<file path="config.mk">
export PLATFORM = sky130hd
export DESIGN_NAME = flash_status_write_protect
export DESIGN_NICKNAME = d
export VERILOG_FILES = /design/src/rtl/flash_sr_pkg.sv /design/src/rtl/flash_status_write_protect.sv
export VERILOG_INCLUDE_DIRS = /design/src /design/src/rtl
export SDC_FILE = /design/constraint.sdc
export NUM_CORES = 1
export LEC_CHECK = 0
export BUFFER_PORTS_ARGS = -buffer_cell sky130_fd_sc_hd__buf_2
export CELL_PAD_IN_SITES_DETAIL_PLACEMENT = 0
export CELL_PAD_IN_SITES_GLOBAL_PLACEMENT = 1
export CORE_AREA = 4 4 97 99
export DETAILED_ROUTE_END_ITERATION = 8
export DIE_AREA = 0 0 101 103
export PLACE_DENSITY = 0.75
export SETUP_SLACK_MARGIN = 0.5
export SKIP_LAST_GASP = 1
export SYNTH_ARGS = -nofsm -noshare
export SYNTH_HDL_FRONTEND = slang
export SYNTH_SLANG_ARGS = --single-unit
</file>
<file path="constraint.sdc">
create_clock -name clk_sys -period 4.1 [get_ports clk_sys]
set_input_delay 0.205 -clock clk_sys [delete_from_list [all_inputs] [get_ports clk_sys]]
set_output_delay 0.205 -clock clk_sys [all_outputs]
set_load 0.02 [all_outputs]
</file>
<file path="src/rtl/flash_sr_cfg.svh">
// Status word layout, protect codes and timing counts for the flash
// status and write-protect block. Definitions only.
`ifndef FLASH_SR_CFG_SVH
`define FLASH_SR_CFG_SVH
`define SR_WIP_BIT      0
`define SR_WEL_BIT      1
`define SR_BP_LSB       2
`define SR_SPM_LSB      7
`define SR_QE_BIT       9
`define SR_LB_BIT       10
`define SR_HPF_BIT      13
`define SR_CMP_BIT      14
`define SR_SUS_BIT      15
// Bits software may write: BP, mode, QE, LB, CMP (not 0,1,11,12,13,15)
`define SR_WMASK        16'h47_FC
`define SR_RESET        16'h0000
`define SPM_SOFT        2'b00
`define SPM_HW          2'b01
`define SPM_LOCKDOWN    2'b10
`define SPM_OTP         2'b11
`define OP_BUSY_NS      1000
`define SYS_PERIOD_NS   20
`define OP_BUSY_CYC     ((`OP_BUSY_NS + `SYS_PERIOD_NS - 1) / `SYS_PERIOD_NS)
`define BLK64_SHIFT     16
`define SEC4_SHIFT      12
`endif

</file>
<file path="src/rtl/flash_sr_pkg.sv">
// Types for the flash status and write-protect block.
// Assumes the cfg header supplies every number.
package flash_sr_pkg;
  typedef enum logic [3:0] {
    CMD_NONE    = 4'h0,
    CMD_WREN    = 4'h1,
    CMD_WRDI    = 4'h2,
    CMD_WRSTAT  = 4'h3,
    CMD_PROG    = 4'h4,
    CMD_QPROG   = 4'h5,
    CMD_SECT    = 4'h6,
    CMD_BLOCK   = 4'h7,
    CMD_CHIP    = 4'h8,
    CMD_QREAD   = 4'h9
  } cmd_t;
  typedef enum logic [1:0] {
    ST_IDLE = 2'b01,
    ST_BUSY = 2'b10
  } state_t;
endpackage

</file>
<file path="src/rtl/flash_status_write_protect.sv">
// Status register and write protection of a serial NOR flash.
// Assumes a command decoder on clk_sys hands over decoded commands as
// one-cycle pulses; pins (write protect, link clock) are asynchronous.
// Assumes the non-volatile image is valid in the first cycle after reset
// and that the store port writes it back before the next power cycle.
// Behaviour
// - Sixteen-bit status word with busy, latch, protect, mode, quad, lock.
// - Busy bit reads one during program, erase or status write.
// - Latch clear refuses status write, program and erase.
// - Protect bits persist; only a status write changes them, unless locked.
// - Program and erase refused inside the selected protected range.
// - Whole-array clear only with protect bits 2-0 and complement zero.
// - Complement bit 14 persists, default zero, joins the protect decode.
// - Complement one protects the inverse of the normal range.
// - Mode 01 locks status writes while write protect pin is low and quad enable is clear.
// - Mode 00 allows status writes once latch set, pin ignored.
// - Mode 10 refuses status writes until power cycle, which restores 00.
// - Mode 11 refuses all status writes permanently.
// - Mode bits persist across power cycles except mode 10.
// - Quad enable persists, default zero, frees pins for quad data.
// - Security lock is one-time: once set never clears.
// - Complement zero: code 000 protects nothing, x11x protects all.
// - Latch clears at power-up, disable, status write, program, erase.
// - Write protect pin low guards protect and mode bits in mode 01 with quad clear.
// - Quad commands run only with quad enable set.
`timescale 1ns/1ps
`include "flash_sr_cfg.svh"
module flash_status_write_protect #(
  parameter int ADDR_W   = 21,
  parameter int BUSY_CYC = `OP_BUSY_CYC
) (
  // System
  input  wire logic                 clk_sys,
  input  wire logic                 resetn,
  // Non-volatile image loaded at power-up, stored back on update
  input  wire logic [15:0]          nv_image,
  output logic      [15:0]          nv_store,
  output logic                      nv_store_en,
  // Pins
  input  wire logic                 write_protect_pin_in,
  input  wire logic                 link_clk,
  // Decoded command from the framing logic
  input  wire logic                 cmd_valid,
  input  wire flash_sr_pkg::cmd_t   cmd_code,
  input  wire logic [ADDR_W-1:0]    cmd_addr,
  input  wire logic [15:0]          cmd_data,
  input  wire logic                 high_perf_in,
  input  wire logic                 op_paused_in,
  // Results
  output logic [15:0]               status_word,
  output logic                      cmd_accepted,
  output logic                      cmd_rejected,
  output logic                      array_op_start,
  output logic                      quad_mode,
  output logic                      security_ro,
  output logic                      link_clk_rise
);

  // Elaboration checks: the range decode reads 21 address bits and the
  // busy counter is 16 bits wide, so narrower addresses, a zero busy
  // length or a longer one cannot be served
  if (ADDR_W < 21) begin : g_addr_check
    $error("flash_status_write_protect: ADDR_W below 21");
  end
  if (BUSY_CYC < 1 || BUSY_CYC > 65536) begin : g_busy_check
    $error("flash_status_write_protect: BUSY_CYC out of range");
  end

  // Pin synchronisers: first stage only feeds the second
  logic [1:0] wp_sync_r, wp_sync_nxt;
  logic [2:0] lclk_sync_r, lclk_sync_nxt;
  always_comb begin
    wp_sync_nxt   = {wp_sync_r[0], write_protect_pin_in};
    lclk_sync_nxt = {lclk_sync_r[1:0], link_clk};
  end
  // Reset values match the idle pin levels, so no false edge follows
  // reset; the third link stage only serves the edge detector
  always_ff @(posedge clk_sys or negedge resetn) begin
    if (!resetn) begin
      wp_sync_r   <= 2'b11;
      lclk_sync_r <= 3'b000;
    end else begin
      wp_sync_r   <= wp_sync_nxt;
      lclk_sync_r <= lclk_sync_nxt;
    end
  end

  // Protected-range decode over the 2 MB array. The plain range is worked
  // out first and the complement bit inverts it, so both tables share one
  // decoder; address bits above 20 are ignored
  function automatic logic in_protect(input logic [4:0] bp,
                                      input logic cmp,
                                      input logic [20:0] a);
    logic       hit;
    logic [4:0] blk;
    logic [2:0] sec;
    blk = a[20:16];
    sec = a[15:13];
    hit = 1'b0;
    if (bp[2:0] == 3'b000)
      hit = 1'b0;
    else if (bp[2:1] == 2'b11)
      hit = 1'b1;
    else if (!bp[4]) begin
      // 64KB fractions: code n protects 2^(n-1) blocks at one end
      // at the top of the array, or at the bottom when bit 3 is set
      logic [4:0] n_blk;
      n_blk = 5'(1 << (bp[2:0] - 3'd1));
      if (!bp[3]) hit = (blk >= 5'(32 - n_blk));
      else        hit = (blk < n_blk);
    end else begin
      // 4-32KB end regions, 32KB when low bits are 10x
      // a4k numbers the 4KB sectors inside the end block
      logic [3:0] n_sec;
      logic [3:0] a4k;
      n_sec = bp[2] ? 4'd8 : 4'(1 << (bp[1:0] - 2'd1));
      a4k   = {sec, a[12]};
      if (!bp[3]) hit = (blk == 5'h1F) && (a4k >= 4'(16 - n_sec));
      else        hit = (blk == 5'h00) && (a4k < n_sec);
    end
    in_protect = cmp ? !hit : hit;
  endfunction

  // Status and busy state. The counter is 16 bits wide, which bounds
  // BUSY_CYC; the power-up load flag marks the first edge after reset
  logic [15:0]          sr_r, sr_nxt;
  flash_sr_pkg::state_t st_r, st_nxt;
  logic [15:0]          cnt_r, cnt_nxt;
  logic                 pwr_load_r, pwr_load_nxt;
  logic                 acc_r, acc_nxt, rej_r, rej_nxt, go_r, go_nxt;
  logic                 nvs_r, nvs_nxt;

  // Fields of the current status word and the decisions drawn from them
  logic [4:0] bp;
  logic [1:0] spm;
  logic       write_enable_latch, cmp, sr_locked, hw_pin_low, prot_hit, ok;
  logic [15:0] wr_val;

  always_comb begin
    bp         = sr_r[`SR_BP_LSB +: 5];
    spm        = sr_r[`SR_SPM_LSB +: 2];
    write_enable_latch        = sr_r[`SR_WEL_BIT];
    cmp        = sr_r[`SR_CMP_BIT];
    // With quad enabled the pin is a data line, not write protect
    hw_pin_low = !wp_sync_r[1] && !sr_r[`SR_QE_BIT];
    prot_hit   = in_protect(bp, cmp, cmd_addr[20:0]);
    // The pin bars status writes only in mode 01; modes 10 and 11 bar
    // them whatever the pin does
    sr_locked  = (spm == `SPM_HW && hw_pin_low)
              || (spm == `SPM_LOCKDOWN)
              || (spm == `SPM_OTP);
    // Only writable bits follow the data; the lock bit can only be set
    wr_val = (sr_r & ~16'(`SR_WMASK)) | (cmd_data & 16'(`SR_WMASK));
    wr_val[`SR_LB_BIT] = sr_r[`SR_LB_BIT] | cmd_data[`SR_LB_BIT];

    // Defaults: state holds, every answer pulse drops back to zero
    sr_nxt       = sr_r;
    st_nxt       = st_r;
    cnt_nxt      = cnt_r;
    pwr_load_nxt = 1'b0;
    acc_nxt      = 1'b0;
    rej_nxt      = 1'b0;
    go_nxt       = 1'b0;
    nvs_nxt      = 1'b0;
    ok           = 1'b0;

    if (pwr_load_r) begin
      // Power-up load: latch clear, lockdown mode falls back to 00
      // The load raises no store strobe, so mode 10 stays in the image; every later load turns it to 00 again
      sr_nxt = nv_image & 16'(`SR_WMASK);
      sr_nxt[`SR_WEL_BIT] = 1'b0;
      if (nv_image[`SR_SPM_LSB +: 2] == `SPM_LOCKDOWN)
        sr_nxt[`SR_SPM_LSB +: 2] = `SPM_SOFT;
    end else begin
      case (st_r)
        flash_sr_pkg::ST_IDLE: begin
          if (cmd_valid) begin
            case (cmd_code)
              // Latch set and clear never touch the busy state
              flash_sr_pkg::CMD_WREN: begin
                ok = 1'b1;
                sr_nxt[`SR_WEL_BIT] = 1'b1;
              end
              flash_sr_pkg::CMD_WRDI: begin
                ok = 1'b1;
                sr_nxt[`SR_WEL_BIT] = 1'b0;
              end
              flash_sr_pkg::CMD_WRSTAT: begin
                // The latch stays set through the busy phase and is
                // cleared when the write completes
                ok = write_enable_latch && !sr_locked;
                if (ok) begin
                  sr_nxt = wr_val;
                  nvs_nxt = 1'b1;
                end
              end
              flash_sr_pkg::CMD_PROG, flash_sr_pkg::CMD_SECT,
              flash_sr_pkg::CMD_BLOCK:
                ok = write_enable_latch && !prot_hit;
              flash_sr_pkg::CMD_QPROG:
                ok = write_enable_latch && !prot_hit && sr_r[`SR_QE_BIT];
              // Whole-array clear ignores bits 4 and 3 of the protect field
              flash_sr_pkg::CMD_CHIP:
                ok = write_enable_latch && bp[2:0] == 3'b000 && !cmp;
              // Quad reads never go busy; they only need the quad enable bit
              flash_sr_pkg::CMD_QREAD:
                ok = sr_r[`SR_QE_BIT];
              default: ok = 1'b0;
            endcase
            // Exactly one answer per command, one cycle later
            acc_nxt = ok;
            rej_nxt = !ok;
            // Status writes and array operations both start the busy phase;
            // only the array ones are handed on to the array sequencer
            if (ok && cmd_code inside {flash_sr_pkg::CMD_WRSTAT,
                flash_sr_pkg::CMD_PROG, flash_sr_pkg::CMD_QPROG,
                flash_sr_pkg::CMD_SECT, flash_sr_pkg::CMD_BLOCK,
                flash_sr_pkg::CMD_CHIP}) begin
              go_nxt  = (cmd_code != flash_sr_pkg::CMD_WRSTAT);
              sr_nxt[`SR_WIP_BIT] = 1'b1;
              st_nxt  = flash_sr_pkg::ST_BUSY;
              cnt_nxt = 16'(BUSY_CYC - 1);
            end
          end
        end
        flash_sr_pkg::ST_BUSY: begin
          // Commands during busy are all refused, quad reads included
          if (cmd_valid) rej_nxt = 1'b1;
          // The counter starts at BUSY_CYC-1, so the busy bit stands for
          // exactly BUSY_CYC cycles
          if (cnt_r == 16'h0000) begin
            sr_nxt[`SR_WIP_BIT] = 1'b0;
            sr_nxt[`SR_WEL_BIT] = 1'b0;
            st_nxt = flash_sr_pkg::ST_IDLE;
          end else begin
            cnt_nxt = cnt_r - 16'h0001;
          end
        end
        default: st_nxt = flash_sr_pkg::ST_IDLE;
      endcase
    end
    // Status flags owned by other logic are mirrored live
    // They come from logic on this clock, so no synchroniser is needed
    sr_nxt[`SR_HPF_BIT] = high_perf_in;
    sr_nxt[`SR_SUS_BIT] = op_paused_in;
    sr_nxt[12:11]       = 2'b00;
  end

  // State registers. Reset stands for a power cycle: the next edge loads
  // the non-volatile image, so commands in that cycle get no answer
  always_ff @(posedge clk_sys or negedge resetn) begin
    if (!resetn) begin
      sr_r       <= `SR_RESET;
      st_r       <= flash_sr_pkg::ST_IDLE;
      cnt_r      <= 16'h0000;
      pwr_load_r <= 1'b1;
      acc_r      <= 1'b0;
      rej_r      <= 1'b0;
      go_r       <= 1'b0;
      nvs_r      <= 1'b0;
    end else begin
      sr_r       <= sr_nxt;
      st_r       <= st_nxt;
      cnt_r      <= cnt_nxt;
      pwr_load_r <= pwr_load_nxt;
      acc_r      <= acc_nxt;
      rej_r      <= rej_nxt;
      go_r       <= go_nxt;
      nvs_r      <= nvs_nxt;
    end
  end

  // Registered outputs. The store image follows the next status value on
  // every edge, so it is already valid when the store strobe rises
  logic        lrise_r;
  logic [15:0] nvw_r;
  always_ff @(posedge clk_sys or negedge resetn) begin
    if (!resetn) begin
      lrise_r <= 1'b0;
      nvw_r   <= 16'h0000;
    end else begin
      // Edge detect reads only the second and third link stages
      lrise_r <= lclk_sync_r[1] && !lclk_sync_r[2];
      nvw_r   <= sr_nxt & 16'(`SR_WMASK);
    end
  end

  // Ports come straight from the registers above; no logic sits between
  always_comb begin
    status_word    = sr_r;
    cmd_accepted   = acc_r;
    cmd_rejected   = rej_r;
    array_op_start = go_r;
    quad_mode      = sr_r[`SR_QE_BIT];
    security_ro    = sr_r[`SR_LB_BIT];
    link_clk_rise  = lrise_r;
    nv_store       = nvw_r;
    nv_store_en    = nvs_r;
  end

endmodule // flash_status_write_protect

</file>
==> out/metrics.cfg, run 1 <==
[run_status]
status = complete, no violations

[worst_setup_path]
arrival_ns = 3.61
cpMostUsedCell = ha_1
crit_required_ns = 4.29
max_stage_delay_ns = 0.45
end_kind = flip-flop
critPathLaunchType = flip-flop
crit_family = compound AO/OA/AOI/OAI gates
timing.critical_path.buf_inv = 1
path_class = flip-flop to flip-flop
cp.depth = 13
crit_chain = or3b_4 > ha_1 > xnor2_1 > ha_1 > o21ai_0 > nor2_1 > o31ai_2 > a211oi_2 > mux2_4 > and2_1 > o21a_4 > buf_4 > o311ai_2
reg2reg_depth = 13
cp_slowest_cell = dfrtp_2
worstPathMaxFanout = 8

[floorplan]
dieArea_mm2 = 0.0104
chipWidth_um = 101
rows = 34
ios = 103
die_h_um = 103
design.core.area_mm2 = 0.00855
start_util = 0.359

[yosys]
ys.flop_type = dfrtp_1
syn_area_mm2 = 0.00307
synth_edf_count = 0
syn_avg_cell_area_um2 = 9.07
seq_area_frac_synth = 0.353
ys_warn_count = 0
synth_cell_type_count = 58
ys_ff_latch = 43
postSynth.asyncResetShare = 1.00
synth_cells = 338

[grt]
grt_pass1_wl_um = 12500
antenna_found_initial = 0
grt_usage = 0.150
overflow = 0
grt_start_max_net_pins = 44
first_global_vias = 2548

[power]
total_power_mw = 1.49
ir_drop_mv = 0.260
power_density_mw_per_mm2 = 408
power_leakage_nw = 1.58

[timing]
setup_viol = 0
finalSetupTns_ns = 0
rsz0062_at_grt = false
maxSlewViolCount = 0
fin_worst_skew_ns = 0.0166
finalCritPeriodShare = 0.835
fmax_mhz = 292
layout_min_cycle_time_ns = 3.42
hold_violations = 0
worst_pin_slew_ns = 0.980
slew_headroom = 0.346

[routing]
drt-total-wl_um = 7720
wire_per_inst_um = 15.0
ant_nets = 0
first_pass_iters = 6
avgViaCountPerCell = 5.24
drt_iter0_markers = 112
drc = 0
num_vias = 2692

[placement]
placed_cells = 495
port_buffers = 70
post_dp_cell_area_mm2 = 0.00342
dp_hpwl_um = 5670
place_congestion = 0.813

[final_layout]
finalNonFillerCells = 514
fin_area_mm2 = 0.00365
drive_gt1_frac = 0.293
finalNetCount = 489
antenna_cells = 0
synthToLayoutAreaGrowth_pct = 19.2

[clock_network]
htreeDepth = 2
clock_path_buffers = 2
cts_tree = done
cts_buffers = 5
cts_sinks = 43
cts_root_buf = clkbuf_8
clkTransAtPathRegs_ns = 0.09
clkLatencyLatePin_ns = 0.30

[worst_hold_path]
whs_path_depth = 1
hp-class = input port to flip-flop

[run]
maxCapViolations = 0

worst paths after layout:
kind,startpoint,to,slack (ns)
min in group asynchronous,resetn,nv_store[5]$_DFFE_PN0P_,0.06
setup reg to reg,nv_store[2]$_DFFE_PN0P_,cnt_r[14]$_DFFE_PN0P_,0.68
hold / removal,link_clk,lclk_sync_r[0]$_DFF_PN0_,0.01
hold reg to reg,wp_sync_r[0]$_DFF_PN1_,wp_sync_r[1]$_DFF_PN1_,0.36
max in group asynchronous,resetn,nv_store[2]$_DFFE_PN0P_,3.39
setup / recovery,nv_store[2]$_DFFE_PN0P_,cnt_r[14]$_DFFE_PN0P_,0.68
cells in the mapped netlist, types with 2 or more instances:
cell type | instances | area (µm²)
dfrtp_1 | 39 | 976
nand2_1 | 29 | 109
nor2_1 | 24 | 90.1
buf_4 | 21 | 158
ha_1 | 20 | 250
inv_1 | 17 | 63.8
a21oi_1 | 15 | 75.1
clkbuf_1 | 13 | 48.8
nor2b_1 | 13 | 81.3
o211ai_1 | 13 | 97.6
nor3_1 | 11 | 55.1
nor3b_1 | 11 | 82.6
nand3b_1 | 7 | 52.6
o21ai_0 | 7 | 35.0
a221o_1 | 6 | 60.1
nand2b_1 | 6 | 37.5
nor4_1 | 5 | 31.3
o21a_1 | 5 | 37.5
o221ai_1 | 5 | 43.8
o31ai_1 | 5 | 37.5
dfstp_2 | 4 | 105
nand3_1 | 4 | 20.0
or4_1 | 4 | 30.0
mux2_1 | 3 | 33.8
o21bai_1 | 3 | 22.5
o311ai_1 | 3 | 26.3
or3_4 | 3 | 33.8
or3b_1 | 3 | 26.3
a211oi_2 | 2 | 25.0
a31oi_1 | 2 | 12.5
and2_1 | 2 | 12.5
buf_2 | 2 | 10.0
nand4_1 | 2 | 12.5
nor4b_1 | 2 | 17.5
o311a_1 | 2 | 20.0
or3b_2 | 2 | 17.5
xor2_1 | 2 | 17.5
stage by stage:
stage	hold WS (ns)	utilization	setup WS, ns
after floorplan	-0.0906	-	0.519
after global placement	0.312	0.400	0.527
after detailed placement	0.314	0.400	0.441
after CTS	0.000827	0.416	0.534
after global routing	0.00109	0.427	0.482
final	0.00955	0.427	0.678
layout make-up:
cell class / instances / area (µm²)
timing repair buffer: 87 / 480
sequential: 43 / 1080
inverter: 17 / 63.8
multi-input combinational: 251 / 1790
clock buffer: 7 / 96.3
fill: 835 / 4900
tap: 108 / 135
clock inverter: 1 / 7.51
registers in the layout, summed over array words and instances, names as in the netlist:
signal	cells
lclk_sync_r	3
array_op_start	1
wp_sync_r	2
nv_store	9
pwr_load_r	1
cnt_r	16
link_clk_rise	1
st_r	2
status_word	5
cmd_rejected	1
nv_store_en	1
cmd_accepted	1
power by group:
group	internal, mW	switching [mW]
clock	0.153	0.149
combinational	0.251	0.307
sequential	0.524	0.107
total	0.928	0.563
logic make-up (layout without fill, tap and decap cells):
logic type      Yosys count  count (layout)  synth area share
xor+xnor                  3               3           0.00857
other cells               1              10           0.00122
mux                       5               5            0.0180
simple gates            132             132             0.243
fa+ha+maj                20              20            0.0816
compound gates           81              81             0.204
buf+inv                  53             112            0.0914
flops                    43              43             0.353
placed cells by master (no fill, tap or decap), drive strengths merged, types with 7 or more instances in the layout:
cell type	n
nand2	29
o211ai	13
a21oi	15
nor2	24
buf	84
dfrtp	39
nand3b	7
o21ai	8
inv	17
ha	20
nor3	11
nor2b	13
nor3b	11
clkbuf	8
conb	10
what timing repair did:
action                                  in CTS  in global routing
hold buffers                                 1                  1
endpoints found under the setup margin       2                 14
resized for setup                            1                  9
endpoints found under the hold margin        1                  1
pin swaps                                    1                  2
setup buffers                                3                  6
per-layer routing:
| metal | track usage | vias to the layer above | wire length [µm] |
|---|---|---|---|
| li1 | - | 1350 | - |
| met1 | 0.199 | 1288 | 3540 |
| met2 | 0.254 | 49 | 3760 |
| met3 | 0.0304 | 5 | 353 |
| met4 | 0.0337 | 0 | 70 |
| met5 | 0 | - | 0 |
(Power assumes the default switching activity.)
==> run 2, diff against run 1 <==
Settings changed: ABC_AREA set to 1, CORE_AREA 4 4 97 99 to 4 4 103 105, DIE_AREA 0 0 101 103 to 0 0 107 109, PLACE_DENSITY 0.75 to 0.73.
Clock period 4.1 ns to 3.04 ns, I/O delays scaled along.
==> out/metrics.cfg, run 2 <==
[run_status]
status = complete, no violations

[run]
maxCapViolations = 0  ; unchanged

[yosys]
netlist_top_cells_area = dfrtp_1 (31%), nand2_1 (14%), ha_1 (7.9%), nor2_1 (5.6%), inv_1 (5.2%)
ys_top_cells_by_count = nand2_1 (114), nor2_1 (47), inv_1 (44), dfrtp_1 (39), nand3_1 (29)
postSynth.asyncResetShare = 1.00  ; unchanged
synth_cells = 416  ; +23%
synth_edf_count = 0  ; unchanged
ys_warn_count = 0  ; unchanged
ys.flop_type = dfrtp_1
synth.most_common_cell = nand2_1
syn_area_mm2 = 0.00317  ; +3.2%
yosysTopAreaCell = dfrtp_1
synth_cell_type_count = 38  ; -34%
syn_avg_cell_area_um2 = 7.61  ; -16%
ys_ff_latch = 43  ; unchanged
netlist.area_leader.share = 0.308  ; -0.00994
seq_area_frac_synth = 0.342  ; -0.0110

[grt]
antenna_found_initial = 0  ; unchanged
grt_pass1_wl_um = 13200  ; +5.4%
first_global_vias = 2760  ; +8.3%
overflow = 0  ; unchanged
grt_usage = 0.140  ; -0.00976
grt_start_max_net_pins = 35  ; -20%

[routing]
drc = 0  ; unchanged
drt-total-wl_um = 7900  ; +2.4%
num_vias = 2816  ; +4.6%
ant_nets = 0  ; unchanged
drt_iter0_markers = 66  ; -41%
avgViaCountPerCell = 4.44  ; -15%
wire_per_inst_um = 12.5  ; -17%
first_pass_iters = 4  ; -2

[worst_setup_path]
crit_required_ns = 3.27  ; -1.02 ns
arrival_ns = 2.82  ; -0.79 ns
end_kind = flip-flop
reg2reg_slack_ns = 0.46  ; -0.22 ns
path_class = flip-flop to flip-flop
reg2reg_depth = 22  ; +9
worstPathMaxFanout = 7  ; -1
timing.rr.start = nv_store[2]$_DFFE_PN0P_
critPathLaunchType = flip-flop
timing.rr.end = cnt_r[0]$_DFFE_PN0P_

[clock_network]
clkTransAtPathRegs_ns = 0.09  ; about the same
cts_buffers = 5  ; unchanged
clkLatencyLatePin_ns = 0.29  ; about the same
cts_root_buf = clkbuf_8
htreeDepth = 2  ; unchanged
cts_sinks = 43  ; unchanged
clock_path_buffers = 2  ; unchanged
cts_tree = done

[timing]
hold_violations = 0  ; unchanged
fmax_mhz = 387  ; +32%
finalCritPeriodShare = 0.850  ; +0.0153
finalSetupTns_ns = 0  ; unchanged
rsz0062_at_grt = true
layout_min_cycle_time_ns = 2.58  ; -0.838 ns
slew_headroom = 0.450  ; +0.104
setup_viol = 0  ; unchanged
fin_worst_skew_ns = 0.00550  ; -0.0110 ns
maxSlewViolCount = 0  ; unchanged
worst_pin_slew_ns = 0.825  ; -0.156 ns

[placement]
post_dp_cell_area_mm2 = 0.00358  ; +4.6%
port_buffers = 70  ; unchanged
dp_hpwl_um = 5890  ; +3.9%
place_congestion = 0.826  ; +1.7%

[power]
power_leakage_nw = 2.02  ; +28%
power_density_mw_per_mm2 = 692  ; +70%
ir_drop_mv = 0.240  ; -7.8%

[worst_hold_path]
min_from = nv_image[6]
whs_path_depth = 3  ; +2
min_to = nv_store[6]$_DFFE_PN0P_
hp-class = input port to flip-flop

[final_layout]
finalNetCount = 584  ; +19%
synthToLayoutAreaGrowth_pct = 27.4
fin_area_mm2 = 0.00403  ; +10%
drive_gt1_frac = 0.341  ; +0.0482
layout_common_cells = nand2_1 (107), buf_2 (70), nor2_1 (45)
largest_register_ffs = 16  ; unchanged
top_register = cnt_r
n_fill_cell = 1015  ; +22%
final_common_cell = nand2_1
antenna_cells = 0  ; unchanged

[floorplan]
rows = 36  ; +5.9%
dieArea_mm2 = 0.0117  ; +12%
design.core.area_mm2 = 0.00964  ; +13%
chipWidth_um = 107  ; +5.9%
ios = 103  ; unchanged
start_util = 0.328  ; -0.0302
die_h_um = 109  ; +5.8%

## run 2: cell types whose count changed in the layout (fill, tap and decap cells not counted), moves of 10 or more
cell	previous run	this run
nor2b_1	12	0
nor3b_1	11	1
nand2_1	29	107
nand2_2	0	10
nor2_1	24	45
nand3_1	4	19
inv_1	17	42
nor3_1	11	1
nand3_2	0	22
## run 2: layer usage
layer | routed length (µm) | up-vias | GRT usage
met2 | 3860 | 55 | 0.256
met3 | 403 | 6 | 0.0278
met4 | 74 | 0 | 0.0320
li1 | - | 1460 | -
met1 | 3560 | 1295 | 0.171
met5 | 0 | - | 0
## run 2: worst max path at each step
stage / startpoint / endpoint / cells after the start / slack [ns]
after floorplan: nv_store[3]$_DFFE_PN0P_ / st_r[0]$_DFFE_PN1P_ / 24 / 0.43
after global placement: nv_store[4]$_DFFE_PN0P_ / cnt_r[11]$_DFFE_PN0P_ / 22 / 0.26
after detailed placement: nv_store[4]$_DFFE_PN0P_ / cnt_r[0]$_DFFE_PN0P_ / 22 / 0.22
after CTS: nv_store[3]$_DFFE_PN0P_ / cnt_r[2]$_DFFE_PN0P_ / 23 / 0.39
after global routing: nv_store[3]$_DFFE_PN0P_ / cnt_r[14]$_DFFE_PN0P_ / 23 / 0.22
final: nv_store[2]$_DFFE_PN0P_ / cnt_r[0]$_DFFE_PN0P_ / 22 / 0.46
## run 2: logic make-up after synthesis
kind of cell    Yosys count  share of synthesized area
buf+inv                  81                      0.134
xor+xnor                 13                     0.0360
flops                    43                      0.342
fa+ha+maj                20                     0.0791
simple gates            234                      0.357
compound gates           24                     0.0518
other cells               1                    0.00118
## run 2: worst max-delay path, stage by stage, from the launching register on
cell	delay, ns
dfrtp_2	0.40
inv_4	0.06
nor2_4	0.12
nand2_2	0.08
ha_4	0.26
inv_1	0.04
ha_1	0.30
nand2_1	0.06
nand2_1	0.05
nand2_1	0.05
nand3_1	0.06
nand2_1	0.08
nand3_2	0.08
nand2_1	0.08
nand2_1	0.06
nand3_2	0.06
nand3_2	0.08
nand2_4	0.09
nand3_4	0.08
nand2_8	0.15
buf_6	0.13
nand3_2	0.05
nand2_1	0.10
## run 2: power by group
part	switching, mW	internal, mW
clock	0.216	0.328
sequential	0.133	0.693
combinational	0.877	0.545
total	1.23	1.57
## run 2: through the flow
step / total power, mW / utilization / hold slack [ns] / setup slack (ns) / cells
after floorplan: 1.87 / - / -0.144 / 0.433 / 425
final: 2.79 / 0.418 / 0.0762 / 0.456 / 634
after CTS: 2.80 / 0.412 / 0.0653 / 0.392 / 632
after detailed placement: 2.09 / 0.371 / 0.260 / 0.215 / 608
after global routing: 3.03 / 0.418 / 0.0754 / 0.223 / 634
after global placement: 2.07 / 0.371 / 0.258 / 0.258 / 608
## run 2: final cells by class
cell class,instances,area (µm²),share of cell area
inverters,53,201,0.0499
multi-input cells,302,1860,0.462
clock buffers,5,68.8,0.0171
flip-flops and latches,43,1080,0.269
well taps,133,166,0.0413
clock inverters,3,67.6,0.0167
repair buffers,95,581,0.144
## run 2: timing repair
action	4_1_cts	5_1_grt
gates cloned	1	0
buffers inserted	10	2
gates resized for setup	25	12
hold endpoints to repair	34	0
hold buffers	5	0
setup endpoints to repair	19	22
pin swaps	30	14
